--- src/include/usdb_regs.svh ---
`ifndef USDB_REGS_SVH
`define USDB_REGS_SVH
// register byte offsets
`define USDB_OFS_STAT_ONE 8'h10
`define USDB_OFS_STAT_TWO 8'h14
`define USDB_OFS_DATA 8'h18
`define USDB_OFS_CTRL_THREE 8'h1c
`define USDB_OFS_RATE 8'h20
`define USDB_OFS_IRQ_STAT 8'h24
`define USDB_OFS_IRQ_MASK 8'h28
// serial_status_one fields
`define USDB_S1_RXFULL 5
`define USDB_S1_FE 1
`define USDB_S1_PE 0
// serial_status_two fields
`define USDB_S2_BKF 1
`define USDB_S2_RPF 0
// serial_control_three fields
`define USDB_C3_NINTH 7
`define USDB_C3_MODE9 4
`define USDB_C3_PAR_EN 3
`define USDB_C3_PAR_ODD 2
`define USDB_C3_FRAMING_ERROR_IRQ_ENABLE 1
`define USDB_C3_PARITY_ERROR_IRQ_ENABLE 0
// bit_rate_select fields
`define USDB_RATE_PS_LSB 4
`define USDB_RATE_RS_LSB 0
// irq status and mask fields
`define USDB_IRQ_FE 0
`define USDB_IRQ_PE 1
`define USDB_IRQ_RXFULL 2
// reset values
`define USDB_RST_CTRL 5'h00
`define USDB_RST_PS 2'h0
`define USDB_RST_RS 3'h0
`define USDB_RST_MASK 3'h0
// timing in sample slots
`define USDB_MID_SLOT 4'h7
`define USDB_LAST_SLOT 4'hf
`define USDB_IDLE_SLOTS 8'ha0
// bus responses
`define USDB_RESP_OKAY 2'h0
`define USDB_RESP_SLVERR 2'h2
`endif

--- src/include/usdb_pkg.sv ---
package usdb_pkg;
  typedef enum logic [1:0] {RX_SEARCH, RX_START, RX_DATA, RX_STOP} usdb_rx_state_t;
  typedef struct packed {
    logic [1:0] prescale_code;
    logic [2:0] rate_code;
  } usdb_baud_cfg_t;
  typedef struct packed {
    logic rx_full;
    logic parity;
    logic framing;
  } usdb_event_t;
endpackage : usdb_pkg

--- src/hdl/usdb_baud_gen.sv ---
`timescale 1ns/10ps
module usdb_baud_gen #(
  parameter int BASE_DIV = 64,
  parameter int OVERSAMPLE = 16
) (
  // clock and reset
  input wire logic sys_clk_i,
  input wire logic srst_i,
  // divisor selection
  input usdb_pkg::usdb_baud_cfg_t cfg_i,
  // one pulse per receiver sample slot
  output logic sample_tick_o
);
  localparam int SUB_DIV = BASE_DIV / OVERSAMPLE;

  if (BASE_DIV % OVERSAMPLE != 0 || SUB_DIV < 1 || SUB_DIV > 4) begin : g_chk
    $error("usdb_baud_gen: divider parameters not supported");
  end

  function automatic logic [3:0] prescale_divisor(input logic [1:0] code);
    case (code)
      2'h0: prescale_divisor = 4'h1;
      2'h1: prescale_divisor = 4'h3;
      2'h2: prescale_divisor = 4'h4;
      default: prescale_divisor = 4'hd;
    endcase
  endfunction : prescale_divisor

  logic [7:0] pre_cnt;
  logic [7:0] pre_limit;
  logic [6:0] rate_cnt;
  logic [6:0] rate_limit;
  logic pre_wrap;

  assign pre_limit = 8'(SUB_DIV) * {4'h0, prescale_divisor(cfg_i.prescale_code)} - 8'h01;
  assign rate_limit = 7'((8'h01 << cfg_i.rate_code) - 8'h01);
  assign pre_wrap = (pre_cnt >= pre_limit);

  // compare with >= so a smaller divisor written mid-count wraps at once
  always_ff @(posedge sys_clk_i) begin
    if (srst_i || pre_wrap) begin
      pre_cnt <= 8'h00;
    end else begin
      pre_cnt <= pre_cnt + 8'h01;
    end
  end

  always_ff @(posedge sys_clk_i) begin
    if (srst_i || (pre_wrap && rate_cnt >= rate_limit)) begin
      rate_cnt <= 7'h00;
    end else if (pre_wrap) begin
      rate_cnt <= rate_cnt + 7'h01;
    end
  end

  always_ff @(posedge sys_clk_i) begin
    if (srst_i) begin
      sample_tick_o <= 1'b0;
    end else begin
      sample_tick_o <= pre_wrap && (rate_cnt >= rate_limit);
    end
  end
endmodule : usdb_baud_gen

--- src/hdl/usdb_serial.sv ---
// How it works
// - low stop bit sets framing flag, irq
// - status-one read then data read clears framing
// - parity mismatch sets parity flag, irq
// - status-one read then data read clears parity
// - break sets break, framing, full; ninth cleared
// - break flag never raises an interrupt
// - status-two read then data read clears break
// - break re-arms only after line high
// - low in first slot sets reception flag
// - false start or idle clears reception flag
// - data read gives rx byte, write tx
// - prescale code picks 1, 3, 4, 13
// - rate code picks power-of-two divisor
// - bit rate is clock over 64*PD*BD
// - ninth bit captured with the byte
`timescale 1ns/10ps
`include "usdb_regs.svh"
module usdb_serial #(
  parameter int ADDR_W = 8
) (
  // clock and reset
  input wire logic sys_clk_i,
  input wire logic srst_i,
  // axi4-lite write
  input wire logic [ADDR_W-1:0] s_axi_awaddr_i,
  input wire logic s_axi_awvalid_i,
  output logic s_axi_awready_o,
  input wire logic [31:0] s_axi_wdata_i,
  input wire logic [3:0] s_axi_wstrb_i,
  input wire logic s_axi_wvalid_i,
  output logic s_axi_wready_o,
  output logic [1:0] s_axi_bresp_o,
  output logic s_axi_bvalid_o,
  input wire logic s_axi_bready_i,
  // axi4-lite read
  input wire logic [ADDR_W-1:0] s_axi_araddr_i,
  input wire logic s_axi_arvalid_i,
  output logic s_axi_arready_o,
  output logic [31:0] s_axi_rdata_o,
  output logic [1:0] s_axi_rresp_o,
  output logic s_axi_rvalid_o,
  input wire logic s_axi_rready_i,
  // serial line and transmitter hand-off
  input wire logic rxd_i,
  output logic [7:0] tx_data_o,
  output logic tx_load_o,
  // interrupts
  output logic err_irq_o,
  output logic irq_o
);
  if (ADDR_W < 6 || ADDR_W > 32) begin : g_chk
    $error("usdb_serial: ADDR_W out of range");
  end

  function automatic logic addr_hit(input logic [ADDR_W-1:0] a, input logic [7:0] ofs);
    addr_hit = (a[ADDR_W-1:2] == (ADDR_W-2)'(ofs[7:2]));
  endfunction : addr_hit

  function automatic logic addr_mapped(input logic [ADDR_W-1:0] a);
    addr_mapped = addr_hit(a, `USDB_OFS_STAT_ONE) || addr_hit(a, `USDB_OFS_STAT_TWO) ||
      addr_hit(a, `USDB_OFS_DATA) || addr_hit(a, `USDB_OFS_CTRL_THREE) ||
      addr_hit(a, `USDB_OFS_RATE) || addr_hit(a, `USDB_OFS_IRQ_STAT) ||
      addr_hit(a, `USDB_OFS_IRQ_MASK);
  endfunction : addr_mapped

  // control fields
  usdb_pkg::usdb_baud_cfg_t baud_cfg;
  logic mode9;
  logic par_en;
  logic par_odd;
  logic framing_error_irq_enable;
  logic parity_error_irq_enable;
  logic [2:0] irq_mask;
  logic [2:0] irq_stat;

  // flags and buffer
  logic framing_error_flag;
  logic parity_error_flag;
  logic receiver_full_flag;
  logic break_detected_flag;
  logic reception_active_flag;
  logic received_ninth_bit;
  logic [7:0] rx_data;
  logic arm_fe;
  logic arm_pe;
  logic arm_rf;
  logic arm_bk;

  // receiver
  logic rxd_meta;
  logic rxd_sync;
  logic sample_tick;
  usdb_pkg::usdb_rx_state_t rx_state;
  logic [3:0] slot;
  logic [3:0] bit_idx;
  logic [8:0] shreg;
  logic [8:0] rx_char;
  logic [7:0] idle_cnt;
  logic break_armed;
  logic stop_evt;
  logic stop_low;
  logic is_break;
  logic par_bad;
  logic false_start;
  logic first_slot_low;
  logic idle_evt;
  usdb_pkg::usdb_event_t evt;

  // bus
  logic wr_go;
  logic rd_go;
  logic wr_en;
  logic rd_data_evt;
  logic rd_s1_evt;
  logic rd_s2_evt;
  logic [31:0] rd_word;

  // the first stage feeds only the second
  always_ff @(posedge sys_clk_i) begin
    if (srst_i) begin
      rxd_meta <= 1'b1;
      rxd_sync <= 1'b1;
    end else begin
      rxd_meta <= rxd_i;
      rxd_sync <= rxd_meta;
    end
  end

  usdb_baud_gen #(
    .BASE_DIV(64),
    .OVERSAMPLE(16)
  ) u_baud (
    .sys_clk_i(sys_clk_i),
    .srst_i(srst_i),
    .cfg_i(baud_cfg),
    .sample_tick_o(sample_tick)
  );

  assign rx_char = mode9 ? shreg : {1'b0, shreg[8:1]};
  assign stop_evt = sample_tick && (rx_state == usdb_pkg::RX_STOP) && (slot == `USDB_MID_SLOT);
  assign stop_low = stop_evt && !rxd_sync;
  assign is_break = stop_low && (rx_char == 9'h000);
  assign par_bad = stop_evt && par_en && ((^rx_char) != par_odd);
  assign false_start = sample_tick && (rx_state == usdb_pkg::RX_START) &&
    (slot == `USDB_MID_SLOT) && rxd_sync;
  assign first_slot_low = sample_tick && (rx_state == usdb_pkg::RX_SEARCH) && !rxd_sync;
  assign idle_evt = sample_tick && (rx_state == usdb_pkg::RX_SEARCH) && rxd_sync &&
    (idle_cnt == `USDB_IDLE_SLOTS - 8'h01);
  assign evt = '{rx_full: stop_evt, parity: par_bad, framing: stop_low};

  always_ff @(posedge sys_clk_i) begin
    if (srst_i) begin
      rx_state <= usdb_pkg::RX_SEARCH;
      slot <= 4'h0;
      bit_idx <= 4'h0;
      shreg <= 9'h000;
    end else if (sample_tick) begin
      case (rx_state)
        usdb_pkg::RX_SEARCH: begin
          bit_idx <= 4'h0;
          slot <= 4'h1;
          if (!rxd_sync) begin
            rx_state <= usdb_pkg::RX_START;
          end
        end
        usdb_pkg::RX_START: begin
          slot <= slot + 4'h1;
          if (false_start) begin
            rx_state <= usdb_pkg::RX_SEARCH;
          end else if (slot == `USDB_LAST_SLOT) begin
            rx_state <= usdb_pkg::RX_DATA;
          end
        end
        usdb_pkg::RX_DATA: begin
          slot <= slot + 4'h1;
          if (slot == `USDB_MID_SLOT) begin
            shreg <= {rxd_sync, shreg[8:1]};
            bit_idx <= bit_idx + 4'h1;
          end
          if (slot == `USDB_LAST_SLOT && bit_idx == (mode9 ? 4'h9 : 4'h8)) begin
            rx_state <= usdb_pkg::RX_STOP;
          end
        end
        usdb_pkg::RX_STOP: begin
          slot <= slot + 4'h1;
          if (slot == `USDB_MID_SLOT) begin
            rx_state <= usdb_pkg::RX_SEARCH;
          end
        end
        default: rx_state <= usdb_pkg::RX_SEARCH;
      endcase
    end
  end

  // idle character: ten bit times of high while searching
  always_ff @(posedge sys_clk_i) begin
    if (srst_i || rx_state != usdb_pkg::RX_SEARCH || !rxd_sync) begin
      idle_cnt <= 8'h00;
    end else if (sample_tick && idle_cnt != `USDB_IDLE_SLOTS) begin
      idle_cnt <= idle_cnt + 8'h01;
    end
  end

  // data buffer survives reset on purpose
  always_ff @(posedge sys_clk_i) begin
    if (stop_evt) begin
      rx_data <= rx_char[7:0];
      received_ninth_bit <= mode9 ? (rx_char[8] && !is_break) : rx_char[7];
    end
  end

  // read of the status register arms the clear; data read completes it
  always_ff @(posedge sys_clk_i) begin
    if (srst_i || rd_data_evt) begin
      arm_fe <= 1'b0;
      arm_pe <= 1'b0;
      arm_rf <= 1'b0;
      arm_bk <= 1'b0;
    end else begin
      if (rd_s1_evt) begin
        arm_fe <= framing_error_flag;
        arm_pe <= parity_error_flag;
        arm_rf <= receiver_full_flag;
      end
      if (rd_s2_evt) begin
        arm_bk <= break_detected_flag;
      end
    end
  end

  // a new event wins over the clear in the same cycle
  always_ff @(posedge sys_clk_i) begin
    if (srst_i) begin
      framing_error_flag <= 1'b0;
    end else if (stop_low) begin
      framing_error_flag <= 1'b1;
    end else if (rd_data_evt && arm_fe) begin
      framing_error_flag <= 1'b0;
    end
  end

  always_ff @(posedge sys_clk_i) begin
    if (srst_i) begin
      parity_error_flag <= 1'b0;
    end else if (par_bad) begin
      parity_error_flag <= 1'b1;
    end else if (rd_data_evt && arm_pe) begin
      parity_error_flag <= 1'b0;
    end
  end

  always_ff @(posedge sys_clk_i) begin
    if (srst_i) begin
      receiver_full_flag <= 1'b0;
    end else if (stop_evt) begin
      receiver_full_flag <= 1'b1;
    end else if (rd_data_evt && arm_rf) begin
      receiver_full_flag <= 1'b0;
    end
  end

  always_ff @(posedge sys_clk_i) begin
    if (srst_i) begin
      break_armed <= 1'b1;
    end else if (is_break) begin
      break_armed <= 1'b0;
    end else if (rxd_sync) begin
      break_armed <= 1'b1;
    end
  end

  always_ff @(posedge sys_clk_i) begin
    if (srst_i) begin
      break_detected_flag <= 1'b0;
    end else if (is_break && break_armed) begin
      break_detected_flag <= 1'b1;
    end else if (rd_data_evt && arm_bk) begin
      break_detected_flag <= 1'b0;
    end
  end

  always_ff @(posedge sys_clk_i) begin
    if (srst_i) begin
      reception_active_flag <= 1'b0;
    end else if (first_slot_low) begin
      reception_active_flag <= 1'b1;
    end else if (false_start || idle_evt) begin
      reception_active_flag <= 1'b0;
    end
  end

  // break has no status bit here, so it cannot interrupt
  always_ff @(posedge sys_clk_i) begin
    if (srst_i) begin
      irq_stat <= 3'h0;
      err_irq_o <= 1'b0;
      irq_o <= 1'b0;
    end else begin
      irq_stat <= (irq_stat & ~((wr_en && addr_hit(s_axi_awaddr_i, `USDB_OFS_IRQ_STAT)) ?
        s_axi_wdata_i[2:0] : 3'h0)) | evt;
      err_irq_o <= (framing_error_flag && framing_error_irq_enable) ||
        (parity_error_flag && parity_error_irq_enable);
      irq_o <= |(irq_stat & irq_mask);
    end
  end

  // write side: address and data are taken together
  assign wr_go = s_axi_awvalid_i && s_axi_wvalid_i && !s_axi_bvalid_o;
  assign s_axi_awready_o = wr_go;
  assign s_axi_wready_o = wr_go;
  assign wr_en = wr_go && s_axi_wstrb_i[0];

  always_ff @(posedge sys_clk_i) begin
    if (srst_i) begin
      s_axi_bvalid_o <= 1'b0;
      s_axi_bresp_o <= `USDB_RESP_OKAY;
    end else if (wr_go) begin
      s_axi_bvalid_o <= 1'b1;
      s_axi_bresp_o <= addr_mapped(s_axi_awaddr_i) ? `USDB_RESP_OKAY : `USDB_RESP_SLVERR;
    end else if (s_axi_bready_i) begin
      s_axi_bvalid_o <= 1'b0;
    end
  end

  always_ff @(posedge sys_clk_i) begin
    if (srst_i) begin
      baud_cfg <= '{prescale_code: `USDB_RST_PS, rate_code: `USDB_RST_RS};
      {mode9, par_en, par_odd, framing_error_irq_enable, parity_error_irq_enable} <=
        `USDB_RST_CTRL;
      irq_mask <= `USDB_RST_MASK;
    end else if (wr_en) begin
      if (addr_hit(s_axi_awaddr_i, `USDB_OFS_RATE)) begin
        baud_cfg.prescale_code <= s_axi_wdata_i[`USDB_RATE_PS_LSB +: 2];
        baud_cfg.rate_code <= s_axi_wdata_i[`USDB_RATE_RS_LSB +: 3];
      end
      if (addr_hit(s_axi_awaddr_i, `USDB_OFS_CTRL_THREE)) begin
        mode9 <= s_axi_wdata_i[`USDB_C3_MODE9];
        par_en <= s_axi_wdata_i[`USDB_C3_PAR_EN];
        par_odd <= s_axi_wdata_i[`USDB_C3_PAR_ODD];
        framing_error_irq_enable <= s_axi_wdata_i[`USDB_C3_FRAMING_ERROR_IRQ_ENABLE];
        parity_error_irq_enable <= s_axi_wdata_i[`USDB_C3_PARITY_ERROR_IRQ_ENABLE];
      end
      if (addr_hit(s_axi_awaddr_i, `USDB_OFS_IRQ_MASK)) begin
        irq_mask <= s_axi_wdata_i[2:0];
      end
    end
  end

  // transmit byte goes to the shifter outside; reads never see it
  always_ff @(posedge sys_clk_i) begin
    if (srst_i) begin
      tx_load_o <= 1'b0;
    end else begin
      tx_load_o <= wr_en && addr_hit(s_axi_awaddr_i, `USDB_OFS_DATA);
    end
  end

  always_ff @(posedge sys_clk_i) begin
    if (srst_i) begin
      tx_data_o <= 8'h00;
    end else if (wr_en && addr_hit(s_axi_awaddr_i, `USDB_OFS_DATA)) begin
      tx_data_o <= s_axi_wdata_i[7:0];
    end
  end

  // read side
  assign rd_go = s_axi_arvalid_i && !s_axi_rvalid_o;
  assign s_axi_arready_o = rd_go;
  assign rd_data_evt = rd_go && addr_hit(s_axi_araddr_i, `USDB_OFS_DATA);
  assign rd_s1_evt = rd_go && addr_hit(s_axi_araddr_i, `USDB_OFS_STAT_ONE);
  assign rd_s2_evt = rd_go && addr_hit(s_axi_araddr_i, `USDB_OFS_STAT_TWO);

  always_comb begin
    rd_word = 32'h0000_0000;
    if (addr_hit(s_axi_araddr_i, `USDB_OFS_STAT_ONE)) begin
      rd_word[`USDB_S1_RXFULL] = receiver_full_flag;
      rd_word[`USDB_S1_FE] = framing_error_flag;
      rd_word[`USDB_S1_PE] = parity_error_flag;
    end
    if (addr_hit(s_axi_araddr_i, `USDB_OFS_STAT_TWO)) begin
      rd_word[`USDB_S2_BKF] = break_detected_flag;
      rd_word[`USDB_S2_RPF] = reception_active_flag;
    end
    if (addr_hit(s_axi_araddr_i, `USDB_OFS_DATA)) begin
      rd_word[7:0] = rx_data;
    end
    if (addr_hit(s_axi_araddr_i, `USDB_OFS_CTRL_THREE)) begin
      rd_word[`USDB_C3_NINTH] = received_ninth_bit;
      rd_word[`USDB_C3_MODE9] = mode9;
      rd_word[`USDB_C3_PAR_EN] = par_en;
      rd_word[`USDB_C3_PAR_ODD] = par_odd;
      rd_word[`USDB_C3_FRAMING_ERROR_IRQ_ENABLE] = framing_error_irq_enable;
      rd_word[`USDB_C3_PARITY_ERROR_IRQ_ENABLE] = parity_error_irq_enable;
    end
    if (addr_hit(s_axi_araddr_i, `USDB_OFS_RATE)) begin
      rd_word[`USDB_RATE_PS_LSB +: 2] = baud_cfg.prescale_code;
      rd_word[`USDB_RATE_RS_LSB +: 3] = baud_cfg.rate_code;
    end
    if (addr_hit(s_axi_araddr_i, `USDB_OFS_IRQ_STAT)) begin
      rd_word[2:0] = irq_stat;
    end
    if (addr_hit(s_axi_araddr_i, `USDB_OFS_IRQ_MASK)) begin
      rd_word[2:0] = irq_mask;
    end
  end

  always_ff @(posedge sys_clk_i) begin
    if (srst_i) begin
      s_axi_rvalid_o <= 1'b0;
      s_axi_rdata_o <= 32'h0000_0000;
      s_axi_rresp_o <= `USDB_RESP_OKAY;
    end else if (rd_go) begin
      s_axi_rvalid_o <= 1'b1;
      s_axi_rdata_o <= rd_word;
      s_axi_rresp_o <= addr_mapped(s_axi_araddr_i) ? `USDB_RESP_OKAY : `USDB_RESP_SLVERR;
    end else if (s_axi_rready_i) begin
      s_axi_rvalid_o <= 1'b0;
    end
  end

  // helper: cycles between sample ticks under a steady divisor
  logic [15:0] tick_gap;
  logic cfg_steady;
  logic [15:0] gap_expect;
  assign gap_expect = 16'(16'h0004 * (baud_cfg.prescale_code == 2'h0 ? 16'h0001 :
    baud_cfg.prescale_code == 2'h1 ? 16'h0003 : baud_cfg.prescale_code == 2'h2 ?
    16'h0004 : 16'h000d) * (16'h0001 << baud_cfg.rate_code));

  always_ff @(posedge sys_clk_i) begin
    if (srst_i || sample_tick) begin
      tick_gap <= 16'h0001;
      cfg_steady <= !srst_i;
    end else begin
      tick_gap <= tick_gap + 16'h0001;
      if (wr_en && addr_hit(s_axi_awaddr_i, `USDB_OFS_RATE)) begin
        cfg_steady <= 1'b0;
      end
    end
  end
endmodule : usdb_serial

--- config.mk ---
export PLATFORM = sky130hd
export DESIGN_NAME = usdb_serial
export DESIGN_NICKNAME = d
export VERILOG_FILES = /design/src/include/usdb_pkg.sv /design/src/hdl/usdb_baud_gen.sv /design/src/hdl/usdb_serial.sv
export VERILOG_INCLUDE_DIRS = /design/src /design/src/include
export SDC_FILE = /design/constraint.sdc
export NUM_CORES = 1
export LEC_CHECK = 0
export BUFFER_PORTS_ARGS = -buffer_cell sky130_fd_sc_hd__buf_2
export CAP_MARGIN = 20
export CORE_MARGIN = 8
export CORE_UTILIZATION = 50
export CTS_CLUSTER_SIZE = 12
export DETAILED_ROUTE_END_ITERATION = 16
export HOLD_SLACK_MARGIN = 0.05
export PLACE_DENSITY = 0.77
export SETUP_SLACK_MARGIN = 0.4
export SYNTH_ARGS = -nofsm -noshare
export SYNTH_HDL_FRONTEND = slang
export SYNTH_HIERARCHICAL = 1
export SYNTH_SLANG_ARGS = --single-unit
export TNS_END_PERCENT = 100
--- constraint.sdc ---
create_clock -name sys_clk_i -period 1.9 [get_ports sys_clk_i]
set_input_delay 0.19 -clock sys_clk_i [delete_from_list [all_inputs] [get_ports sys_clk_i]]
set_output_delay 0.19 -clock sys_clk_i [all_outputs]
set_load 0.1 [all_outputs]
[Word-level counts from Yosys, hierarchy flattened]
Index checks and enable logic that the tools add are counted.
Word-level totals
  flip-flop bits (word level): 105
  latch bits: 0
  bits in writable memories: 0
  ROM bits: 0
  input port bits: 60
  output and inout bits: 52
  logic and storage cells: 204
  memories: 0
Cells by class
  $add $sub $neg: 7
  multipliers: 0
  divide/modulo/power cells: 0
  magnitude comparators: 2
  eq/ne operators: 30
  shift operators: 1
  mux-type cells: 42
  bitwise logic cells: 4
  reduce and logical (&&, ||, !) cells: 78
Operators with widths (count)
  == test 6 x 3 -> 1 bit, second input constant: 8
  == test 6 x 4 -> 1 bit, second input constant: 6
  logical AND 1 bit: 33
  2-to-1 mux 1 bit: 20
  2-to-1 mux 2 bit: 10
  nonzero test 2 bit: 10
  logical OR 1 bit: 19
  adder 8 x 1 -> 8 bit, second input constant: 2
  case mux 4 bit (2 select lines): 2
  2-to-1 mux 3 bit: 4
  case mux 4 bit (3 select lines): 1
  zero test 9 bit: 1
  2-to-1 mux 9 bit: 1
  XOR reduction 9 bit: 1
  adder 4 x 1 -> 4 bit, second input constant: 2
  == test 8 bit, second input constant: 1
  greater-or-equal comparator 8 bit: 1
  2-to-1 mux 8 bit: 1
  inequality test 8 bit, second input constant: 1
  case mux 2 bit (4 select lines): 1
  adder 7 x 1 -> 7 bit, second input constant: 1
  greater-or-equal comparator 7 bit: 1
  << shifter 1 x 3 -> 7 bit, first input constant: 1
  subtractor 6 x 1 -> 7 bit, second input constant: 1
  other kinds (21): 35

[Depth between registers and ports, before layout]
  depth in word-level cells: 8
  gate-level depth with buffers: 10
  depth with buffers taken out: 9

[By module]
Netlist, hierarchy kept.
Modules (own cells, without submodules)
  usdb_serial: instances 1, cells each 457, area an instance 4306.6 um^2, sequential area each 1831.8 um^2
  usdb_baud_gen: instances 1, cells each 108, area an instance 982.2 um^2, sequential area each 320.3 um^2

[Worst setup path before layout]
OpenSTA, ideal clock, no wires.
  kind: register -> register
  from: register s_axi_rvalid_o
  to: register arm_bk
  setup time: 0.128 ns
  arrival: 2.603 ns
  data required time: 1.772 ns
  path slack: -0.831 ns
  cell stages (with the launch flop): 8
  path through: dfxtp_1 -> nand2b_1 -> buf_2 -> inv_2 -> clkbuf_1 -> o211ai_1 -> a22oi_1 -> nor2_1
On the way
  word-level cells in the longest chain between the ends: 4
  elaborated cells on any way between the ends: 5
  classes of those cells: 5 x reduce/logical
RTL lines
  start, declared: line usdb_serial.sv:42  | output logic s_axi_rvalid_o,
  start signal, assigned: line usdb_serial.sv:410  | s_axi_rvalid_o <= 1'b0;
  start signal, assigned: line usdb_serial.sv:414  | s_axi_rvalid_o <= 1'b1;
  start signal, assigned: line usdb_serial.sv:418  | s_axi_rvalid_o <= 1'b0;
  zero test 1 bit *: line usdb_serial.sv:368  | assign rd_go = s_axi_arvalid_i && !s_axi_rvalid_o;
  logical AND 1 bit *: line usdb_serial.sv:368
  via s_axi_arready_o: line usdb_serial.sv:39  | output logic s_axi_arready_o,
  logical AND 1 bit: line usdb_serial.sv:370  | assign rd_data_evt = rd_go && addr_hit(s_axi_araddr_i, `USDB_OFS_DATA);
  logical OR 1 bit: line usdb_serial.sv:215  | if (srst_i || rd_data_evt) begin
  end signal, assigned: line usdb_serial.sv:227  | arm_bk <= break_detected_flag;
  end, declared: line usdb_serial.sv:88  | logic arm_bk;
Mark *: on every way through the listed nets, which the timed path passes. The rest lies on a longest branch.
A chain may end at the register's enable or synchronous reset.

[Final worst setup path]
  from: register baud_cfg[2] (netlist bit)
  to: register u_baud.rate_cnt[1]
On the way
  word-level cells in the longest chain between the ends: 5
RTL lines
  start, declared: line usdb_serial.sv:68  | usdb_pkg::usdb_baud_cfg_t baud_cfg;
  start signal, assigned: line usdb_serial.sv:328  | baud_cfg <= '{prescale_code: `USDB_RST_PS, rate_code: `USDB_RST_RS};
  << shifter 1 x 3 -> 7 bit: line usdb_baud_gen.sv:36  | assign rate_limit = 7'((8'h01 << cfg_i.rate_code) - 8'h01);
  subtractor 7 x 1 -> 7 bit: line usdb_baud_gen.sv:36
  greater-or-equal comparator 7 bit: line usdb_baud_gen.sv:49  | if (srst_i || (pre_wrap && rate_cnt >= rate_limit)) begin
  logical AND 1 bit: line usdb_baud_gen.sv:49
  logical OR 1 bit: line usdb_baud_gen.sv:49
  end signal, assigned: line usdb_baud_gen.sv:52  | rate_cnt <= rate_cnt + 7'h01;
  end, declared: line usdb_baud_gen.sv:31  | logic [6:0] rate_cnt;
No other way between the ends.

==> flow_metrics.py <==
metrics = {
    "outcome": {
        "status": "finished with violations",
        "violations": "negative setup slack",
    },
    "yosys": {
        "yosys_warnings": 6,
        "synth_area_sq_um": 5290,
        "synth-compound-area-share_pct": 12.3,
        "synth_edf_count": 9,
        "yosysSeqAreaShare_pct": 40.7,
        "synth.largest_area_cell": "dfxtp_1",
        "yosysTopAreaCellShare_pct": 35.6,
        "synthCells": 565,
        "ys_types": 70,
        "yosys.area_share.simple_pct": 20.4,
        "synth.area.mux_share_pct": 10.0,
        "synth_ff_type": "dfxtp_1",
        "syn_avg_cell_area_sq_um": 9.36,
        "synth-seq-cells": 103,
        "synth-xor-area-share_pct": 2.65,
        "synthTopCellsByArea": "dfxtp_1, mux2i_1, ha_1, edfxtp_1, nor2_1",
        "async_flop_share_pct": 0,
        "yosys.area_share.adder_pct": 5.68,
        "synth_top_family_by_area": "simple AND/OR/NAND/NOR gates",
    },
    "route": {
        "dr_total_vias": 4577,
        "drtPass1Iterations": 5,
        "wl_per_cell_um": 17.2,
        "drtIter0Drc": 381,
        "wirelength_um": 13900,
        "drcViolationCount": 0,
        "antenna_violating_nets_post_route": 0,
        "avgViaCountPerCell": 5.67,
    },
    "timing": {
        "worstMarginPinSlew_ns": 0.586,
        "rsz0062_at_grt": "true",
        "drv_slew": 0,
        "period_share_pct": 103,
        "hold_ws_ns": 0.0742,
        "hold_viol": 0,
        "setup-tns-final_ns": -0.218,
        "clock-skew-final_ns": 0.00987,
        "fin_crit_ns": 1.95,
        "timing.slew.headroom_pct": 60.8,
        "setup_viol": 6,
        "setup_ws_ns": -0.0483,
        "max_freq_mhz": 513,
    },
    "final_layout": {
        "antenna_cells": 0,
        "nets": 750,
        "drive_above_1_share_pct": 35.0,
        "final_cells": 807,
        "areaGrowthSynthToFinish_pct": 31.2,
        "n_fill_cell": 718,
        "finish.utilization_pct": 67.5,
    },
    "power_and_ir_drop": {
        "ir_worst_vdd_mv": 0.362,
        "power_mw": 4.15,
        "cellPowerDensity_nw_per_um2": 597,
        "power.leakage_nw": 2.81,
    },
    "worst_setup_path": {
        "worst_ep_required_time_ns": 2.21,
        "r2r_end": "u_baud/rate_cnt[1]$_SDFFE_PP0P_",
        "r2r_cells": 7,
        "arrival_ns": 2.26,
        "start_kind": "flop",
        "path_class": "flop to flop",
        "cp-end-kind": "flop",
        "cp_max_fo": 4,
        "worst-r2r-setup-slack_ns": -0.05,
        "r2r-start": "baud_cfg[2]$_SDFFE_PP0P_",
    },
    "placed_design": {
        "gp_congestion": 0.842,
        "dpl.cell_count": 755,
        "port_buffers": 54,
        "dp_hpwl_um": 8310,
    },
    "grt": {
        "grt_usage_pct": 18.2,
        "grt_pass1_vias": 4414,
        "grt_max_degree": 44,
        "grt.overflow.total": 0,
        "grt_pass1_wl_um": 21400,
        "antenna_found_initial": 0,
    },
    "cts": {
        "clkTransAtPathRegs_ns": 0.10,
        "cts_sinks": 103,
        "clockRootBuffer": "clkbuf_8",
        "cts_tree": "built",
        "clockBufferDepth": 2,
        "htreeDepth": 3,
        "cts_inserted_buffers": 9,
        "clk_latency_ns": 0.37,
    },
    "floorplan": {
        "die_area_sq_um": 14100,
        "die_w_um": 119,
        "core_area_sq_um": 10300,
        "io_pins": 112,
        "rows": 37,
        "start_util_pct": 51.5,
        "die_h_um": 119,
    },
    "hold_path": {
        "worstHoldPathType": "input pin to flop",
        "whs_path_depth": 3,
        "hold_end": "s_axi_rvalid_o$_SDFFE_PP0P_",
        "hp-start": "s_axi_rready_i",
    },
    "run": {
        "cap_violations": 0,
    },
}
-- layout by cell type, fill, tap and decap left out, types with 9 or more instances in the layout --
cell       n
dfxtp_1   78
nor2_1    61
buf_2     51
buf_4     37
mux2i_1   36
conb_1    27
inv_1     22
nand3_1   20
a21oi_1   19
nand2_1   17
buf_6     17
nand4_1   14
ha_4      14
o21ai_0   12
nor2b_1   10
xor2_1     9
clkbuf_8   9
edfxtp_1   9
-- state kept, by name, summed over array words and instances (netlist names), 3 cells and up, named ones only --
| signal | count |
|---|---|
| s_axi_rdata_o | 8 |
| u_baud/rate_cnt | 7 |
| u_baud/pre_cnt | 8 |
| shreg | 9 |
| irq_stat | 3 |
| baud_cfg | 5 |
| idle_cnt | 8 |
| slot | 4 |
| bit_idx | 4 |
| tx_data_o | 8 |
| irq_mask | 3 |
| rx_data | 8 |
-- critical path, stage by stage (launching register included) --
cell	delay (ns)
dfxtp_2	0.34
or3_4	0.40
ha_4	0.22
nand2b_4	0.14
a31oi_4	0.19
o21ai_2	0.11
or3b_1	0.37
a21oi_2	0.13
-- per-stage QoR --
| step | cell area, sq um | setup slack (ns) |
|---|---|---|
| finish | 6940 | -0.0483 |
| global route | 6940 | -0.128 |
| CTS | 6590 | -0.0594 |
| detailed placement | 5800 | -0.113 |
| global placement | 5800 | -0.0541 |
| floorplan | 5500 | 0.0197 |
-- layer usage --
layer | global-route usage, % | share of wire (%)
met3 | 4.72 | 6.0
met5 | 0 | 0
met4 | 9.80 | 3.8
met2 | 30.9 | 50
met1 | 20.7 | 41
-- worst max path at each step --
stage	start	slack, ns	endpoint
6_report	baud_cfg[2]$_SDFFE_PP0P_	-0.05	u_baud/rate_cnt[1]$_SDFFE_PP0P_
5_1_grt	mode9$_SDFFE_PP0P_	-0.13	irq_stat[1]$_SDFF_PP0_
4_1_cts	baud_cfg[2]$_SDFFE_PP0P_	-0.06	u_baud/rate_cnt[1]$_SDFFE_PP0P_
3_5_place_dp	baud_cfg[3]$_SDFFE_PP0P_	-0.11	u_baud/rate_cnt[3]$_SDFFE_PP0P_
3_3_place_gp	baud_cfg[2]$_SDFFE_PP0P_	-0.05	u_baud/rate_cnt[1]$_SDFFE_PP0P_
2_1_floorplan	baud_cfg[2]$_SDFFE_PP0P_	0.02	u_baud/rate_cnt[1]$_SDFFE_PP0P_
-- Yosys cell counts, types with 4 or more instances --
cell type / instances
o31ai_1: 5
inv_1: 29
a211oi_1: 4
nand3b_1: 4
o21ai_0: 14
dfxtp_1: 94
ha_1: 24
clkbuf_1: 13
nand2b_1: 6
a22oi_1: 5
buf_2: 8
buf_4: 27
buf_1: 4
and3_1: 7
nand4_1: 14
nand3_1: 22
nor2_1: 66
mux2i_1: 45
xor2_1: 9
a22o_1: 5
nand2_1: 17
nor3_1: 8
xnor2_1: 7
a31oi_1: 5
nor2b_1: 10
edfxtp_1: 9
or3_1: 6
a21oi_1: 26
-- final cells by class --
cell class                 instances  area, sq um  area share [%]
timing repair buffer             117          932            13.4
sequential                       103         2190            31.6
clock buffer                      11          131            1.89
clock inverter                     5         32.5           0.469
tap                              136          170            2.45
inverter                          31          138            1.98
multi-input combinational        404         3340            48.2
-- logic make-up after synthesis --
logic type                 count (synthesis)
adders and majority gates                 24
DFF                                      103
xor gates and xnor gates                  16
muxes                                     50
and+or+nand+nor                          192
other                                      2
buffers and inverters                     84
AOI/OAI and AO/OA                         94
-- power by group --
group          total [mW]  switching [mW]  internal, mW
Clock                1.24           0.764         0.480
Sequential           2.22          0.0208          2.20
Combinational       0.681           0.520         0.161
Total                4.15            1.30          2.84
-- what timing repair did --
action	in CTS	in global routing
pin swaps	26	13
gates cloned	2	1
gates resized for setup	81	57
hold buffers	4	0
endpoints found under the setup margin	60	58
endpoints found under the hold margin	4	0
buffers inserted	24	5
No activity file was read; power rests on OpenSTA's default activity.
